$ cat config.mk
export PLATFORM = sky130hd
export DESIGN_NAME = kspk_i2c_port
export DESIGN_NICKNAME = d
export VERILOG_FILES = /design/src/inc/kspk_pkg.sv /design/src/logic/kspk_i2c_port.sv /design/src/logic/kspk_key_queue.sv
export SDC_FILE = /design/constraint.sdc
export NUM_CORES = 1
export LEC_CHECK = 0
export ABC_AREA = 1
export ABC_CLOCK_PERIOD_IN_PS = 8100
export BUFFER_PORTS_ARGS = -buffer_cell sky130_fd_sc_hd__buf_2
export CAP_MARGIN = 5
export CORE_AREA = 2 2 279 226
export DETAILED_ROUTE_END_ITERATION = 6
export DIE_AREA = 0 0 281 228
export PLACE_DENSITY = 0.63
export SETUP_SLACK_MARGIN = 0.05
export SLEW_MARGIN = 20
export SYNTH_ARGS = -nofsm -noshare
export SYNTH_HDL_FRONTEND = slang
export SYNTH_SLANG_ARGS = --single-unit
$ cat constraint.sdc
create_clock -name i_clk -period 8.1 [get_ports i_clk]
set_input_delay 1.62 -clock i_clk [delete_from_list [all_inputs] [get_ports i_clk]]
set_output_delay 1.62 -clock i_clk [all_outputs]
set_load 0.005 [all_outputs]
$ cat src/inc/kspk_pkg.sv
// Constants and types shared by the key controller serial port design
package kspk_pkg;
	// Bus address (7-bit form of 0x70) and register map
	localparam logic [6:0] SLV_ADDR = 7'h38;
	localparam logic [7:0] REG_QUEUE = 8'h00;
	localparam logic [7:0] REG_CFG = 8'h01;
	localparam logic [7:0] REG_KEY_LAST = 8'h05;
	localparam logic [7:0] REG_SLEEP = 8'h06;
	localparam logic [7:0] REG_GPIO_FIRST = 8'h30;
	localparam logic [7:0] REG_GCFG = 8'h40;
	localparam logic [7:0] REG_GPIO_LAST = 8'h48;
	localparam logic [7:0] PTR_STEP = 8'h01;
	// Configuration fields and reset values
	localparam logic [7:0] CFG_RST = 8'h0b;
	localparam logic [7:0] CFG_WMASK = 8'hab;
	localparam logic [7:0] SLEEP_RST = 8'h00;
	localparam logic [7:0] GCFG_RST = 8'h00;
	localparam int CFG_RUN_BIT = 7;
	localparam int CFG_REL_BIT = 3;
	localparam int CFG_WAKE_BIT = 1;
	localparam int GCFG_GPI_BIT = 4;
	// Key queue entry encodings
	localparam logic [7:0] ENT_EMPTY = 8'h3f;
	localparam logic [7:0] ENT_OVF = 8'h7f;
	localparam logic [5:0] KEY_REPEAT = 6'h3e;
	localparam int ENT_KIND_BIT = 7;
	localparam int ENT_REL_BIT = 6;
	localparam int NKEYS = 56;
	localparam int NROWS = 8;
	localparam int QDEPTH = 16;
	// Timing
	localparam int CLK_HZ = 20_000_000;
	localparam int DEB_TIME_US = 1000;
	localparam int DEB_CYC = CLK_HZ / 1_000_000 * DEB_TIME_US;
	localparam int REP_TIME_MS = 500;
	localparam int REP_CYC = CLK_HZ / 1000 * REP_TIME_MS;
	// Serial port states
	typedef enum logic [5:0] {
		ST_IDLE = 6'h01,
		ST_ADDR = 6'h02,
		ST_RX = 6'h04,
		ST_ACK = 6'h08,
		ST_TX = 6'h10,
		ST_RACK = 6'h20
	} kspk_state_e;
endpackage

$ cat src/logic/kspk_i2c_port.sv
// Two-wire serial register port of the key controller
// Behaviour
// - Write: address, then command byte selects register
// - Command then STOP only latches pointer
// - First data byte goes to pointed register
// - Further data bytes fill successive registers
// - Reads start at pointer, then advance
// - 0x00 stays, 0x06 wraps, ranges increment
// - Pointer moves only on burst data bytes
// - Config D7 and 0x40 D4 reset logic
// - Third key of rectangle is not reported
// - Any non-ghost key count accepted; a full queue drops the event
// - Static inputs; debounce runs only while a key is sampled or debounced down
// - Entry holds key number, D6 marks release
// - D7 set while more entries remain
// - Empty reads 0x3f, overflow reads 0x7f
// - Repeat entry 0x3e, D6 flags more
// - Acknowledge own 7-bit address after START
// - D7 low and GPI off means sleep
`timescale 1ns/10ps
module kspk_i2c_port #(
	parameter int DEB_CYC = kspk_pkg::DEB_CYC,
	parameter int REP_CYC = kspk_pkg::REP_CYC
) (
	input wire logic i_clk, // 20 MHz clock
	input wire logic i_nrst, // Async reset, low
	input wire logic i_ce, // Clock enable
	input wire logic i_scl, // Bus clock in
	input wire logic i_sda, // Bus data in
	output logic o_sda_out, // Bus data out level
	output logic o_sda_oe, // Bus data drive enable
	input wire logic [55:0] i_keys, // Key levels
	output logic o_sleep, // Chip in sleep
	output logic o_gpio_run // GPIO logic enabled
);
	kspk_pkg::kspk_state_e st_r;
	logic scl_q, sda_q;
	logic scl_rise, scl_fall, start_det, stop_det;
	logic [2:0] bit_cnt_r;
	logic [7:0] sh_r, tx_r, rx_byte, ptr_r;
	logic rw_r, cmd_wait_r, ack_on_r, mack_r, sda_oe_r;
	logic rx_done, cmd_stb, wr_stb, ld_stb, pop;
	logic [7:0] cfg_r, slp_r, gcfg_r, rd_data, entry;
	logic any_key, sleep;

	// Pointer step for the burst that just moved a byte
	function automatic logic [7:0] ptr_next(input logic [7:0] p);
		if (p == kspk_pkg::REG_QUEUE || p == kspk_pkg::REG_SLEEP) begin
			ptr_next = kspk_pkg::REG_QUEUE;
		end else if ((p >= kspk_pkg::REG_CFG &&
				p <= kspk_pkg::REG_KEY_LAST) ||
				(p >= kspk_pkg::REG_GPIO_FIRST &&
				p <= kspk_pkg::REG_GPIO_LAST)) begin
			ptr_next = p + kspk_pkg::PTR_STEP;
		end else begin
			ptr_next = p;
		end
	endfunction

	// Read decode; unimplemented addresses return zero
	function automatic logic [7:0] reg_read(input logic [7:0] p,
			input logic [7:0] ent, input logic [7:0] cfg,
			input logic [7:0] slp, input logic [7:0] gcfg);
		case (p)
			kspk_pkg::REG_QUEUE: reg_read = ent;
			kspk_pkg::REG_CFG: reg_read = cfg;
			kspk_pkg::REG_SLEEP: reg_read = slp;
			kspk_pkg::REG_GCFG: reg_read = gcfg;
			default: reg_read = 8'h00;
		endcase
	endfunction

	// Pins are synchronous; one stage of history finds edges
	always_ff @(posedge i_clk or negedge i_nrst) begin
		if (!i_nrst) begin
			scl_q <= 1'b1;
			sda_q <= 1'b1;
		end else if (i_ce) begin
			scl_q <= i_scl;
			sda_q <= i_sda;
		end
	end

	assign scl_rise = i_scl & ~scl_q;
	assign scl_fall = ~i_scl & scl_q;
	assign start_det = i_scl & scl_q & sda_q & ~i_sda;
	assign stop_det = i_scl & scl_q & ~sda_q & i_sda;
	assign rx_byte = {sh_r[6:0], i_sda};

	// Byte strobes towards the register side
	assign rx_done = i_ce && st_r == kspk_pkg::ST_RX && scl_rise &&
		bit_cnt_r == 3'h7 && !start_det && !stop_det;
	assign cmd_stb = rx_done && cmd_wait_r;
	assign wr_stb = rx_done && !cmd_wait_r;
	assign ld_stb = i_ce && scl_fall && !start_det && !stop_det &&
		((st_r == kspk_pkg::ST_ACK && ack_on_r && rw_r) ||
		(st_r == kspk_pkg::ST_RACK && mack_r));
	assign pop = ld_stb && ptr_r == kspk_pkg::REG_QUEUE;
	assign rd_data = reg_read(ptr_r, entry, cfg_r, slp_r, gcfg_r);

	// Protocol engine: address match, ack slot, byte shifting
	always_ff @(posedge i_clk or negedge i_nrst) begin
		if (!i_nrst) begin
			st_r <= kspk_pkg::ST_IDLE;
			bit_cnt_r <= '0;
			sh_r <= '0;
			tx_r <= '0;
			rw_r <= 1'b0;
			cmd_wait_r <= 1'b0;
			ack_on_r <= 1'b0;
			mack_r <= 1'b0;
			sda_oe_r <= 1'b0;
		end else if (i_ce) begin
			if (start_det) begin
				// Pointer survives a repeated START
				st_r <= kspk_pkg::ST_ADDR;
				bit_cnt_r <= '0;
				sda_oe_r <= 1'b0;
				ack_on_r <= 1'b0;
			end else if (stop_det) begin
				st_r <= kspk_pkg::ST_IDLE;
				sda_oe_r <= 1'b0;
				cmd_wait_r <= 1'b0;
			end else begin
				case (st_r)
					kspk_pkg::ST_IDLE: begin
						sda_oe_r <= 1'b0;
					end
					kspk_pkg::ST_ADDR: begin
						if (scl_rise) begin
							sh_r <= rx_byte;
							bit_cnt_r <= bit_cnt_r + 3'h1;
							if (bit_cnt_r == 3'h7) begin
								if (rx_byte[7:1] == kspk_pkg::SLV_ADDR) begin
									st_r <= kspk_pkg::ST_ACK;
									rw_r <= rx_byte[0];
									cmd_wait_r <= ~rx_byte[0];
								end else begin
									st_r <= kspk_pkg::ST_IDLE;
								end
							end
						end
					end
					kspk_pkg::ST_RX: begin
						if (scl_rise) begin
							sh_r <= rx_byte;
							bit_cnt_r <= bit_cnt_r + 3'h1;
							if (bit_cnt_r == 3'h7) begin
								st_r <= kspk_pkg::ST_ACK;
								cmd_wait_r <= 1'b0;
							end
						end
					end
					kspk_pkg::ST_ACK: begin
						if (scl_fall && !ack_on_r) begin
							ack_on_r <= 1'b1;
							sda_oe_r <= 1'b1;
						end else if (scl_fall) begin
							ack_on_r <= 1'b0;
							bit_cnt_r <= '0;
							if (rw_r) begin
								st_r <= kspk_pkg::ST_TX;
								tx_r <= rd_data;
								sda_oe_r <= ~rd_data[7];
							end else begin
								st_r <= kspk_pkg::ST_RX;
								sda_oe_r <= 1'b0;
							end
						end
					end
					kspk_pkg::ST_TX: begin
						if (scl_fall) begin
							bit_cnt_r <= bit_cnt_r + 3'h1;
							if (bit_cnt_r == 3'h7) begin
								st_r <= kspk_pkg::ST_RACK;
								sda_oe_r <= 1'b0;
							end else begin
								tx_r <= {tx_r[6:0], 1'b0};
								sda_oe_r <= ~tx_r[6];
							end
						end
					end
					kspk_pkg::ST_RACK: begin
						if (scl_rise) begin
							mack_r <= ~i_sda;
						end else if (scl_fall && mack_r) begin
							st_r <= kspk_pkg::ST_TX;
							bit_cnt_r <= '0;
							tx_r <= rd_data;
							sda_oe_r <= ~rd_data[7];
						end else if (scl_fall) begin
							// Master ended the read with a NACK
							st_r <= kspk_pkg::ST_IDLE;
						end
					end
					default: begin
						st_r <= kspk_pkg::ST_IDLE;
						sda_oe_r <= 1'b0;
					end
				endcase
			end
		end
	end

	assign o_sda_out = 1'b0;
	assign o_sda_oe = sda_oe_r;

	// Address pointer: latched by command, stepped per data byte
	always_ff @(posedge i_clk or negedge i_nrst) begin
		if (!i_nrst) begin
			ptr_r <= kspk_pkg::REG_QUEUE;
		end else if (i_ce) begin
			if (cmd_stb) begin
				ptr_r <= rx_byte;
			end else if (wr_stb || ld_stb) begin
				ptr_r <= ptr_next(ptr_r);
			end
		end
	end

	// Configuration: writes, plus keypress wake from sleep
	always_ff @(posedge i_clk or negedge i_nrst) begin
		if (!i_nrst) begin
			cfg_r <= kspk_pkg::CFG_RST;
		end else if (i_ce) begin
			if (wr_stb && ptr_r == kspk_pkg::REG_CFG) begin
				cfg_r <= rx_byte & kspk_pkg::CFG_WMASK;
			end else if (sleep && cfg_r[kspk_pkg::CFG_WAKE_BIT] &&
					any_key) begin
				cfg_r[kspk_pkg::CFG_RUN_BIT] <= 1'b1;
			end
		end
	end

	// Sleep timeout and port global configuration storage
	always_ff @(posedge i_clk or negedge i_nrst) begin
		if (!i_nrst) begin
			slp_r <= kspk_pkg::SLEEP_RST;
			gcfg_r <= kspk_pkg::GCFG_RST;
		end else if (i_ce && wr_stb) begin
			if (ptr_r == kspk_pkg::REG_SLEEP) begin
				slp_r <= rx_byte;
			end
			if (ptr_r == kspk_pkg::REG_GCFG) begin
				gcfg_r <= rx_byte;
			end
		end
	end

	// Sleep holds the key logic cleared, acting as its soft reset
	assign sleep = ~cfg_r[kspk_pkg::CFG_RUN_BIT] &
		~gcfg_r[kspk_pkg::GCFG_GPI_BIT];
	assign o_sleep = sleep;
	assign o_gpio_run = gcfg_r[kspk_pkg::GCFG_GPI_BIT];

	kspk_key_queue #(
		.DEB_CYC(DEB_CYC),
		.REP_CYC(REP_CYC)
	) u_queue (
		.i_clk(i_clk),
		.i_nrst(i_nrst),
		.i_ce(i_ce),
		.i_clr(sleep),
		.i_keys(i_keys),
		.i_rel_en(cfg_r[kspk_pkg::CFG_REL_BIT]),
		.i_pop(pop),
		.o_entry(entry),
		.o_any_key(any_key)
	);
endmodule

$ cat src/logic/kspk_key_queue.sv
// Key debounce, ghost-key filter and 16-entry key event queue
`timescale 1ns/10ps
module kspk_key_queue #(
	parameter int DEB_CYC = kspk_pkg::DEB_CYC,
	parameter int REP_CYC = kspk_pkg::REP_CYC
) (
	input wire logic i_clk, // System clock
	input wire logic i_nrst, // Async reset, low
	input wire logic i_ce, // Clock enable
	input wire logic i_clr, // Sleep / soft reset
	input wire logic [55:0] i_keys, // Raw key levels
	input wire logic i_rel_en, // Report releases
	input wire logic i_pop, // Remove head entry
	output logic [7:0] o_entry, // Encoded head entry
	output logic o_any_key // Some key is down
);
	logic [55:0] samp_r, stable_r, acc_r, ghost, cand;
	logic [19:0] deb_cnt_r;
	logic [31:0] rep_cnt_r;
	logic [7:0] mem [kspk_pkg::QDEPTH];
	logic [3:0] wp_r, rp_r;
	logic [4:0] cnt_r;
	logic ovf_r, push;
	logic [7:0] push_ent;
	logic [7:0] row_a;
	logic [6:0] col_a;
	logic [7:0] row_two;
	logic [7:0] row_l;
	logic [6:0] col_two;
	logic [6:0] col_l;
	logic [5:0] idx;

	function automatic logic [5:0] first_set(input logic [55:0] v);
		first_set = 6'h00;
		for (int k = kspk_pkg::NKEYS - 1; k >= 0; k--) begin
			if (v[k]) begin
				first_set = 6'(k);
			end
		end
	endfunction

	assign o_any_key = |i_keys;

	// Static debounce; counter idles while no key is sampled down and none is debounced down
	always_ff @(posedge i_clk or negedge i_nrst) begin
		if (!i_nrst) begin
			samp_r <= '0;
			stable_r <= '0;
			deb_cnt_r <= '0;
		end else if (i_ce) begin
			if (i_clr) begin
				samp_r <= '0;
				stable_r <= '0;
				deb_cnt_r <= '0;
			end else if (i_keys != samp_r) begin
				samp_r <= i_keys;
				deb_cnt_r <= '0;
			end else if (deb_cnt_r == 20'(DEB_CYC - 1)) begin
				stable_r <= samp_r;
			end else if ((|samp_r) || (|stable_r)) begin
				deb_cnt_r <= deb_cnt_r + 20'h00001;
			end
		end
	end

	// Rectangle test: a new key that closes any L of accepted keys is a
	// ghost, whether it lands on the corner or on either end of the L
	always_comb begin
		row_a = '0;
		col_a = '0;
		row_two = '0;
		col_two = '0;
		row_l = '0;
		col_l = '0;
		// Rows and columns holding one, and two or more, accepted keys
		for (int k = 0; k < kspk_pkg::NKEYS; k++) begin
			if (acc_r[k]) begin
				row_two[k % kspk_pkg::NROWS] =
					row_two[k % kspk_pkg::NROWS] |
					row_a[k % kspk_pkg::NROWS];
				col_two[k / kspk_pkg::NROWS] =
					col_two[k / kspk_pkg::NROWS] |
					col_a[k / kspk_pkg::NROWS];
				row_a[k % kspk_pkg::NROWS] = 1'b1;
				col_a[k / kspk_pkg::NROWS] = 1'b1;
			end
		end
		// Accepted keys that form the bend of an L with a mate
		for (int k = 0; k < kspk_pkg::NKEYS; k++) begin
			if (acc_r[k]) begin
				col_l[k / kspk_pkg::NROWS] =
					col_l[k / kspk_pkg::NROWS] |
					row_two[k % kspk_pkg::NROWS];
				row_l[k % kspk_pkg::NROWS] =
					row_l[k % kspk_pkg::NROWS] |
					col_two[k / kspk_pkg::NROWS];
			end
		end
		for (int k = 0; k < kspk_pkg::NKEYS; k++) begin
			ghost[k] = (row_a[k % kspk_pkg::NROWS] &
				col_a[k / kspk_pkg::NROWS]) |
				col_l[k / kspk_pkg::NROWS] |
				row_l[k % kspk_pkg::NROWS];
		end
	end
	// Any number of keys pass unless they close a rectangle
	assign cand = (stable_r & ~acc_r & ~ghost) | (acc_r & ~stable_r);
	assign idx = first_set(cand);

	// One event per cycle; repeat entry while keys stay held
	always_comb begin
		push = 1'b0;
		push_ent = '0;
		if (|cand) begin
			push = stable_r[idx] | i_rel_en;
			push_ent = {1'b0, ~stable_r[idx], idx};
		end else if ((|acc_r) && rep_cnt_r == 32'(REP_CYC - 1)) begin
			push = 1'b1;
			push_ent = {1'b1, 1'b0, kspk_pkg::KEY_REPEAT};
		end
	end

	always_ff @(posedge i_clk or negedge i_nrst) begin
		if (!i_nrst) begin
			acc_r <= '0;
			rep_cnt_r <= '0;
		end else if (i_ce) begin
			if (i_clr) begin
				acc_r <= '0;
				rep_cnt_r <= '0;
			end else if (|cand) begin
				acc_r[idx] <= stable_r[idx];
				rep_cnt_r <= '0;
			end else if ((|acc_r) && rep_cnt_r != 32'(REP_CYC - 1)) begin
				rep_cnt_r <= rep_cnt_r + 32'h1;
			end else begin
				rep_cnt_r <= '0;
			end
		end
	end

	// Queue storage; a full queue drops the event and flags overflow
	always_ff @(posedge i_clk) begin
		if (i_ce && !i_clr && push && cnt_r != 5'(kspk_pkg::QDEPTH)) begin
			mem[wp_r] <= push_ent;
		end
	end

	always_ff @(posedge i_clk or negedge i_nrst) begin
		if (!i_nrst) begin
			wp_r <= '0;
			rp_r <= '0;
			cnt_r <= '0;
			ovf_r <= 1'b0;
		end else if (i_ce) begin
			if (i_clr) begin
				wp_r <= '0;
				rp_r <= '0;
				cnt_r <= '0;
				ovf_r <= 1'b0;
			end else begin
				logic do_push, do_pop;
				do_push = push && cnt_r != 5'(kspk_pkg::QDEPTH);
				do_pop = i_pop && !ovf_r && cnt_r != 5'h00;
				if (do_push) begin
					wp_r <= wp_r + 4'h1;
				end
				if (do_pop) begin
					rp_r <= rp_r + 4'h1;
				end
				cnt_r <= cnt_r + 5'(do_push) - 5'(do_pop);
				// Dropped event beats the read that clears the flag
				if (push && !do_push) begin
					ovf_r <= 1'b1;
				end else if (i_pop) begin
					ovf_r <= 1'b0;
				end
			end
		end
	end

	// Entry encoding seen by the register reader
	always_comb begin
		logic [7:0] e;
		logic more;
		e = mem[rp_r];
		more = cnt_r > 5'h01;
		if (ovf_r) begin
			o_entry = kspk_pkg::ENT_OVF;
		end else if (cnt_r == 5'h00) begin
			o_entry = kspk_pkg::ENT_EMPTY;
		end else if (e[kspk_pkg::ENT_KIND_BIT]) begin
			o_entry = {1'b0, more, kspk_pkg::KEY_REPEAT};
		end else begin
			o_entry = {more, e[kspk_pkg::ENT_REL_BIT], e[5:0]};
		end
	end
endmodule

==> results.py, run 1 <==
metrics = {
    "run_status": {
        "outcome": "completed",
    },
    "yosys": {
        "ys_seq_area_share_pct": 46.04,
        "synth_fa_ha_area_share_pct": 1.216,
        "synth_mux_area_share_pct": 0.08242,
        "avgSynthCellArea_um2": 7.813,
        "syn_inst": 3109,
        "synth_xor_xnor_area_share_pct": 2.091,
        "synth_area_um2": 24290,
        "yosysWarnings": 0,
        "synth-edff-count": 128,
        "ys.flop_type": "dfrtp_1",
        "syn_nets": 3193,
        "synth_top_family_by_area": "simple AND/OR/NAND/NOR gates",
        "synth-seq-cells": 421,
        "synthArstFlopShare_pct": 69.60,
        "synth-compound-area-share_pct": 18.17,
        "synth-simple-area-share_pct": 22.75,
        "synth.distinct_cells": 68,
    },
    "power_and_ir_drop": {
        "seqPwrFrac_pct": 45.7,
        "p_comb_share_pct": 5.4,
        "power.switching_mw": 1.112,
        "internal_power_mw": 3.791,
        "power.density_nw_per_um2": 171.2,
        "p_leak_nw": 12.65,
        "power.total_mw": 4.903,
        "p_clk_share_pct": 48.8,
        "swShare_pct": 22.68,
        "peakVddDrop_mv": 0.1191,
    },
    "critical_path": {
        "cp-start-kind": "flop",
        "critPathCaptureType": "flop",
        "cp.buffers_inverters": 6,
        "cp.required_ns": 8.60,
        "arrival_ns": 7.91,
        "cpPeakStageDelay_ns": 0.48,
        "cp_top_family": "simple AND/OR/NAND/NOR gates",
        "crit_slowest_cell": "dfrtp_1",
        "crit_type": "flop to flop",
        "crit_fanout": 9,
        "crit_top_cell": "nand2_1",
    },
    "finish": {
        "fill_cells": 6127,
        "antenna_cells": 0,
        "area_delta_synth_final_pct": 17.88,
        "final_common_cell": "nand2_1",
        "final_area_um2": 28630,
        "final_cells": 4140,
        "fin_nets": 3349,
        "drive_above_1_share_pct": 14.58,
        "layout_common_cells": "nand2_1 (523), inv_1 (459), nor2_1 (323), dfrtp_1 (253), o22ai_1 (203)",
    },
    "job": {
        "drv_cap": 0,
    },
    "sta": {
        "setup_ws_ns": 0.6885,
        "hold_violations": 0,
        "report.final.setup_viol": 0,
        "worst_slew_pin_slew_ns": 1.160,
        "fin_skew_ns": 0.03842,
        "report.final.slew_viol_count": 0,
        "max_clock_freq_ghz": 0.1349,
        "period_needed_ns": 7.411,
        "period_share_pct": 91.50,
        "max_slew_margin_pct": 22.45,
    },
    "place": {
        "dp_cells": 3993,
        "port_buffers": 63,
        "finalWeightedCongestion": 1.033,
        "dp_worst_setup_slack_ns": 0.5046,
        "placed_cell_area_um2": 25930,
        "place_hpwl_mm": 64.49,
    },
    "clock_tree": {
        "cts_tree": "yes",
        "htreeDepth": 2,
        "cts-root-buf": "clkbuf_16",
        "cts_buffer_depth": 3,
        "clkTransAtPathRegs_ns": 0.07,
        "insertion_delay_ns": 0.61,
        "cts-buffers-inserted": 46,
        "hold_buffers": 0,
        "clock_sinks": 421,
    },
    "drt": {
        "dr.first_iter.drc_count": 3093,
        "ant_nets": 0,
        "vias": 23305,
        "first_pass_iters": 7,
        "via_per_inst": 5.629,
        "drc": 0,
        "drt-wirelength-per-cell_um": 21.47,
        "wl_mm": 88.90,
    },
    "global_routing": {
        "gr-usage-all-layers_pct": 27.34,
        "grt_pass1_vias": 21192,
        "grt_pass1_wl_mm": 134.1,
        "gr-total-overflow": 0,
        "antenna_found_initial": 3,
        "grt_max_degree": 166,
    },
    "floorplanning": {
        "core_um2": 61660,
        "dieArea_um2": 64070,
        "die_y_um": 228,
        "rows": 82,
        "ios": 65,
        "start_util_pct": 39.39,
        "dieWidth_um": 281,
    },
    "hold_path": {
        "hp-class": "flop to flop",
    },
}
final timing paths:
kind	startpoint	to	slack, ns	cells after the start
max in group asynchronous	i_nrst	u_queue.acc_r[1]	5.71	2
setup reg to reg	u_queue.acc_r[30]	u_queue.cnt_r[4]	0.69	77
hold / removal	u_queue.ovf_r	u_queue.ovf_r	0.48	2
hold reg to reg	u_queue.ovf_r	u_queue.ovf_r	0.48	2
setup / recovery	u_queue.acc_r[30]	u_queue.cnt_r[4]	0.69	77
min in group asynchronous	i_nrst	u_queue.deb_cnt_r[2]	0.97	1
kinds of logic (layout without fill, tap and decap cells):
group / count (synthesis) / in the layout
AOI/OAI and AO/OA: 734 / 734
xor gates and xnor gates: 58 / 58
adders and majority gates: 23 / 23
buffers and inverters: 607 / 796
DFF: 421 / 421
muxes: 2 / 2
other: 1 / 1
and+or+nand+nor: 1263 / 1265
routing by layer:
metal | share of wire, % | vias up | global-route usage (%)
li1 | - | 10953 | -
met1 | 48 | 11084 | 43.66
met2 | 39 | 1118 | 35.82
met4 | 2.4 | 2 | 6.718
met3 | 11 | 148 | 7.077
met5 | 0.012 | - | 0
flip-flops by register name (all words and copies together), names as in the netlist, 3 cells and up:
signal and cells:
ptr_r 8, slp_r 8, u_queue.rp_r 4, cfg_r 5, bit_cnt_r 3, u_queue.mem 128
tx_r 7, u_queue.rep_cnt_r 32, u_queue.cnt_r 5, u_queue.stable_r 56, u_queue.wp_r 4, gcfg_r 8
u_queue.acc_r 56, sh_r 7, st_r 6, u_queue.deb_cnt_r 20, u_queue.samp_r 56
cells in the mapped netlist, types with 22 or more instances:
| cell | n | share of area, % |
|---|---|---|
| a21oi_1 | 178 | 3.7 |
| a32oi_1 | 29 | 1.0 |
| clkbuf_1 | 86 | 1.3 |
| dfrtp_1 | 287 | 30 |
| edfxtp_1 | 128 | 16 |
| ha_1 | 22 | 1.1 |
| inv_1 | 472 | 7.3 |
| nand2_1 | 544 | 8.4 |
| nand3_1 | 147 | 3.0 |
| nand4_1 | 91 | 2.3 |
| nor2_1 | 346 | 5.3 |
| nor3_1 | 43 | 0.89 |
| nor4_1 | 50 | 1.3 |
| o21ai_0 | 195 | 4.0 |
| o22ai_1 | 205 | 5.3 |
| xnor2_1 | 27 | 0.97 |
| xor2_1 | 31 | 1.1 |
metrics by stage:
stage	hold WS, ns	util [%]	setup TNS, ns
floorplan	0.4412	-	0
global route	0.5094	46.44	-0.05960
finish	0.4799	46.44	0
detailed placement	0.4708	42.05	0
global placement	0.4637	42.05	0
CTS	0.4859	44.81	0
cell type report:
cell class                 instances  area (um2)  share of cell area (%)
sequential                       421       11230                   39.20
multi-input combinational       2083       11220                   39.19
inverter                         499        1901                   6.638
timing repair buffer             214        1531                   5.348
clock buffer                      59        1271                   4.440
tap                              840        1051                   3.671
clock inverter                    24       431.7                   1.508
worst reg2reg max path: cells and delay by family (launching register included):
kind	cells	cell delay, ns
simple gates	62	4.45
buf+inv	6	0.72
compound gates	7	1.12
fa+ha+maj	2	0.53
flops	1	0.48
what timing repair did:
action | 4_1_cts | 5_1_grt
setup endpoints to repair | 0 | 132
buffers inserted | 0 | 62
gates resized for setup | 0 | 167
power by group through the flow:
stage | clock network, mW | registers (mW) | logic (mW)
2_1_floorplan | 0 | 2.28 | 0.162
3_3_place_gp | 0 | 2.28 | 0.264
3_5_place_dp | 0 | 2.28 | 0.265
4_1_cts | 2.43 | 2.24 | 0.266
5_1_grt | 2.51 | 2.24 | 0.304
6_report | 2.40 | 2.24 | 0.266
Power figures use the tool's default switching activity.
==> run 2, diff against run 1 <==
--- a/config.mk
+++ b/config.mk
@@ -9,12 +9,13 @@
 export ABC_CLOCK_PERIOD_IN_PS = 8100
 export BUFFER_PORTS_ARGS = -buffer_cell sky130_fd_sc_hd__buf_2
 export CAP_MARGIN = 5
-export CORE_AREA = 2 2 279 226
+export CORE_AREA = 2 2 282 228
 export DETAILED_ROUTE_END_ITERATION = 6
-export DIE_AREA = 0 0 281 228
+export DIE_AREA = 0 0 284 230
 export PLACE_DENSITY = 0.63
 export SETUP_SLACK_MARGIN = 0.05
 export SLEW_MARGIN = 20
 export SYNTH_ARGS = -nofsm -noshare
 export SYNTH_HDL_FRONTEND = slang
+export SYNTH_HIERARCHICAL = 1
 export SYNTH_SLANG_ARGS = --single-unit
==> results.py, run 2 <==
metrics = {
    "finish": {
        "utilization_pct": 46.18,
        "final_common_cell": "nand2_1",
        "drive_above_1_share_pct": 14.29,
        "antenna_cells": 0,
        "largest_reg_flops": 128,
        "fin_nets": 3446,
        "layout_common_cells": "nand2_1 (600), inv_1 (457), nor2_1 (338), dfrtp_1 (266), o22ai_1 (199)",
        "regMostFlops": "u_queue/mem",
        "area_delta_synth_final_pct": 16.09,
    },
    "global_routing": {
        "grt_pass1_vias": 21348,
        "gr-usage-all-layers_pct": 25.16,
        "grt_pass1_wl_mm": 128.9,
        "grt_max_degree": 117,
        "gr-total-overflow": 0,
        "antenna_found_initial": 0,
    },
    "floorplanning": {
        "start_util_pct": 39.78,
        "dieArea_um2": 65320,
        "dieWidth_um": 284,
        "die_y_um": 230,
        "core_um2": 62380,
        "ios": 65,
        "rows": 82,
    },
    "drt": {
        "dr.first_iter.drc_count": 3110,
        "ant_nets": 0,
        "vias": 23614,
        "via_per_inst": 5.569,
        "wl_mm": 84.42,
        "drc": 0,
        "first_pass_iters": 6,
        "drt-wirelength-per-cell_um": 19.91,
    },
    "sta": {
        "worst_slew_pin_slew_ns": 1.093,
        "period_needed_ns": 7.661,
        "report.final.setup_viol": 0,
        "holdWs_ns": 0.4813,
        "report.final.slew_viol_count": 0,
        "rsz0062_at_grt": "yes",
        "max_slew_margin_pct": 26.49,
        "max_clock_freq_ghz": 0.1305,
        "setup_ws_ns": 0.4394,
        "hold_violations": 0,
        "fin_skew_ns": 0.01401,
        "period_share_pct": 94.58,
        "tns_ns": 0,
    },
    "yosys": {
        "avgSynthCellArea_um2": 7.745,
        "synth_area_um2": 24820,
        "yosys.area.top_type": "dfrtp_1",
        "synth.area.top_cells": "dfrtp_1 (29%), edfxtp_1 (15%), nand2_1 (9.2%), inv_1 (7.1%), nor2_1 (5.5%)",
        "yosysWarnings": 6,
        "synth.distinct_cells": 68,
        "ys.flop_type": "dfrtp_1",
        "syn_inst": 3204,
        "ys_seq_area_share_pct": 45.07,
        "synth.most_common_cell": "nand2_1",
        "syn_nets": 3287,
        "synth-seq-cells": 421,
        "synth_top_area_share_pct": 28.94,
        "ys_top_cells_by_count": "nand2_1 (610), inv_1 (472), nor2_1 (362)",
        "synth-edff-count": 128,
        "synthArstFlopShare_pct": 69.60,
    },
    "critical_path": {
        "cp_top_family": "simple AND/OR/NAND/NOR gates",
        "cp-start-kind": "flop",
        "cpPeakStageDelay_ns": 0.37,
        "crit_top_cell": "nand2_1",
        "arrival_ns": 8.13,
        "cp.buffers_inverters": 6,
        "crit_slowest_cell": "dfrtp_1",
        "critPathCaptureType": "flop",
        "rrSetupSlack_ns": 0.44,
        "crit_type": "flop to flop",
        "crit_fanout": 7,
        "cp.required_ns": 8.57,
    },
    "clock_tree": {
        "htreeDepth": 2,
        "cts_buffer_depth": 3,
        "cts-root-buf": "clkbuf_16",
        "hold_buffers": 0,
        "insertion_delay_ns": 0.60,
        "cts_tree": "yes",
        "clock_sinks": 421,
        "clkTransAtPathRegs_ns": 0.06,
        "cts-buffers-inserted": 46,
    },
    "power_and_ir_drop": {
        "p_leak_nw": 12.85,
        "internal_power_mw": 3.538,
        "p_comb_share_pct": 5.2,
        "p_clk_share_pct": 46.7,
        "power.density_nw_per_um2": 161.2,
        "swShare_pct": 23.82,
        "peakVddDrop_mv": 0.1528,
        "seqPwrFrac_pct": 48.1,
        "power.switching_mw": 1.107,
    },
    "place": {
        "port_buffers": 63,
        "finalWeightedCongestion": 1.092,
        "place_hpwl_mm": 61.15,
        "dp_worst_setup_slack_ns": 0.2891,
    },
    "hold_path": {
        "hp-class": "flop to flop",
    },
    "run_status": {
        "outcome": "completed",
    },
    "job": {
        "drv_cap": 0,
    },
}
## run 2: cell types whose count changed in the layout (fill, tap and decap cells not counted), sizes merged, moves of 8 or more
cell,change
o21ai,+19
nand2,+77
clkbuf,+8
a31oi,-10
bufinv,-9
a21oi,-19
a32oi,-13
xor2,+10
nor2,+29
nand3,+25
## run 2: power by group through the flow
stage / combinational [mW] / sequential, mW / clock (mW)
finish: 0.240 / 2.24 / 2.17
global route: 0.275 / 2.24 / 2.31
CTS: 0.242 / 2.23 / 2.22
detailed placement: 0.241 / 2.27 / 0
global placement: 0.238 / 2.28 / 0
floorplan: 0.152 / 2.27 / 0
## run 2: cell families after synthesis
family / count (synthesis) / synth area share, %
simple gates: 1401 / 25.26
compound gates: 690 / 16.64
buf+inv: 598 / 9.358
flops: 421 / 45.07
xor+xnor: 68 / 2.400
fa+ha+maj: 22 / 1.140
mux: 3 / 0.1210
other cells: 1 / 0.01511
## run 2: tightest hold or removal path: cells and delay by family, from the launching register on
family | cells | cell delay [ns]
compound gates | 1 | 0.05
simple gates | 1 | 0.06
flops | 1 | 0.34
## run 2: metal layers
layer / GRT usage (%) / part of all wire [%] / up-vias / wire length (um)
met5: 0 / 0 / - / 0
met3: 4.911 / 9.1 / 181 / 7661
met2: 37.05 / 43 / 1137 / 35890
met4: 7.582 / 3.1 / 0 / 2638
met1: 37.21 / 45 / 11105 / 38230
li1: - / - / 11191 / -
## run 2: per-stage QoR
step	total power, mW	instance area [um2]	cells
4_1_cts	4.699	28210	4203
6_report	4.645	28810	4240
3_5_place_dp	2.516	26650	4118
3_3_place_gp	2.513	26650	4118
2_1_floorplan	2.422	24820	3204
5_1_grt	4.821	28810	4240
## run 2: area by class of cell
class / instances / area, um2
clock buffer: 65 / 1333
sequential: 421 / 11210
clock inverter: 20 / 227.7
fill: 6259 / 33570
inverter: 495 / 1863
multi-input combinational: 2185 / 11560
tap: 840 / 1051
timing repair buffer: 214 / 1568
## run 2: path summary, 6_finish.rpt
kind,depth (start not counted),startpoint,to
worst max-delay path,77,u_queue/acc_r[5],u_queue/cnt_r[4]
worst min-delay path,2,gcfg_r[0],gcfg_r[0]
worst max register to register,77,u_queue/acc_r[5],u_queue/cnt_r[4]
worst min register to register,2,gcfg_r[0],gcfg_r[0]
max in group asynchronous,2,i_nrst,u_queue/acc_r[14]
min in group asynchronous,1,i_nrst,u_queue/samp_r[48]
## run 2: what timing repair did
| item | CTS | global route |
|---|---|---|
| endpoints found under the setup margin | 0 | 136 |
| setup buffers | 0 | 35 |
| gates resized for setup | 0 | 103 |
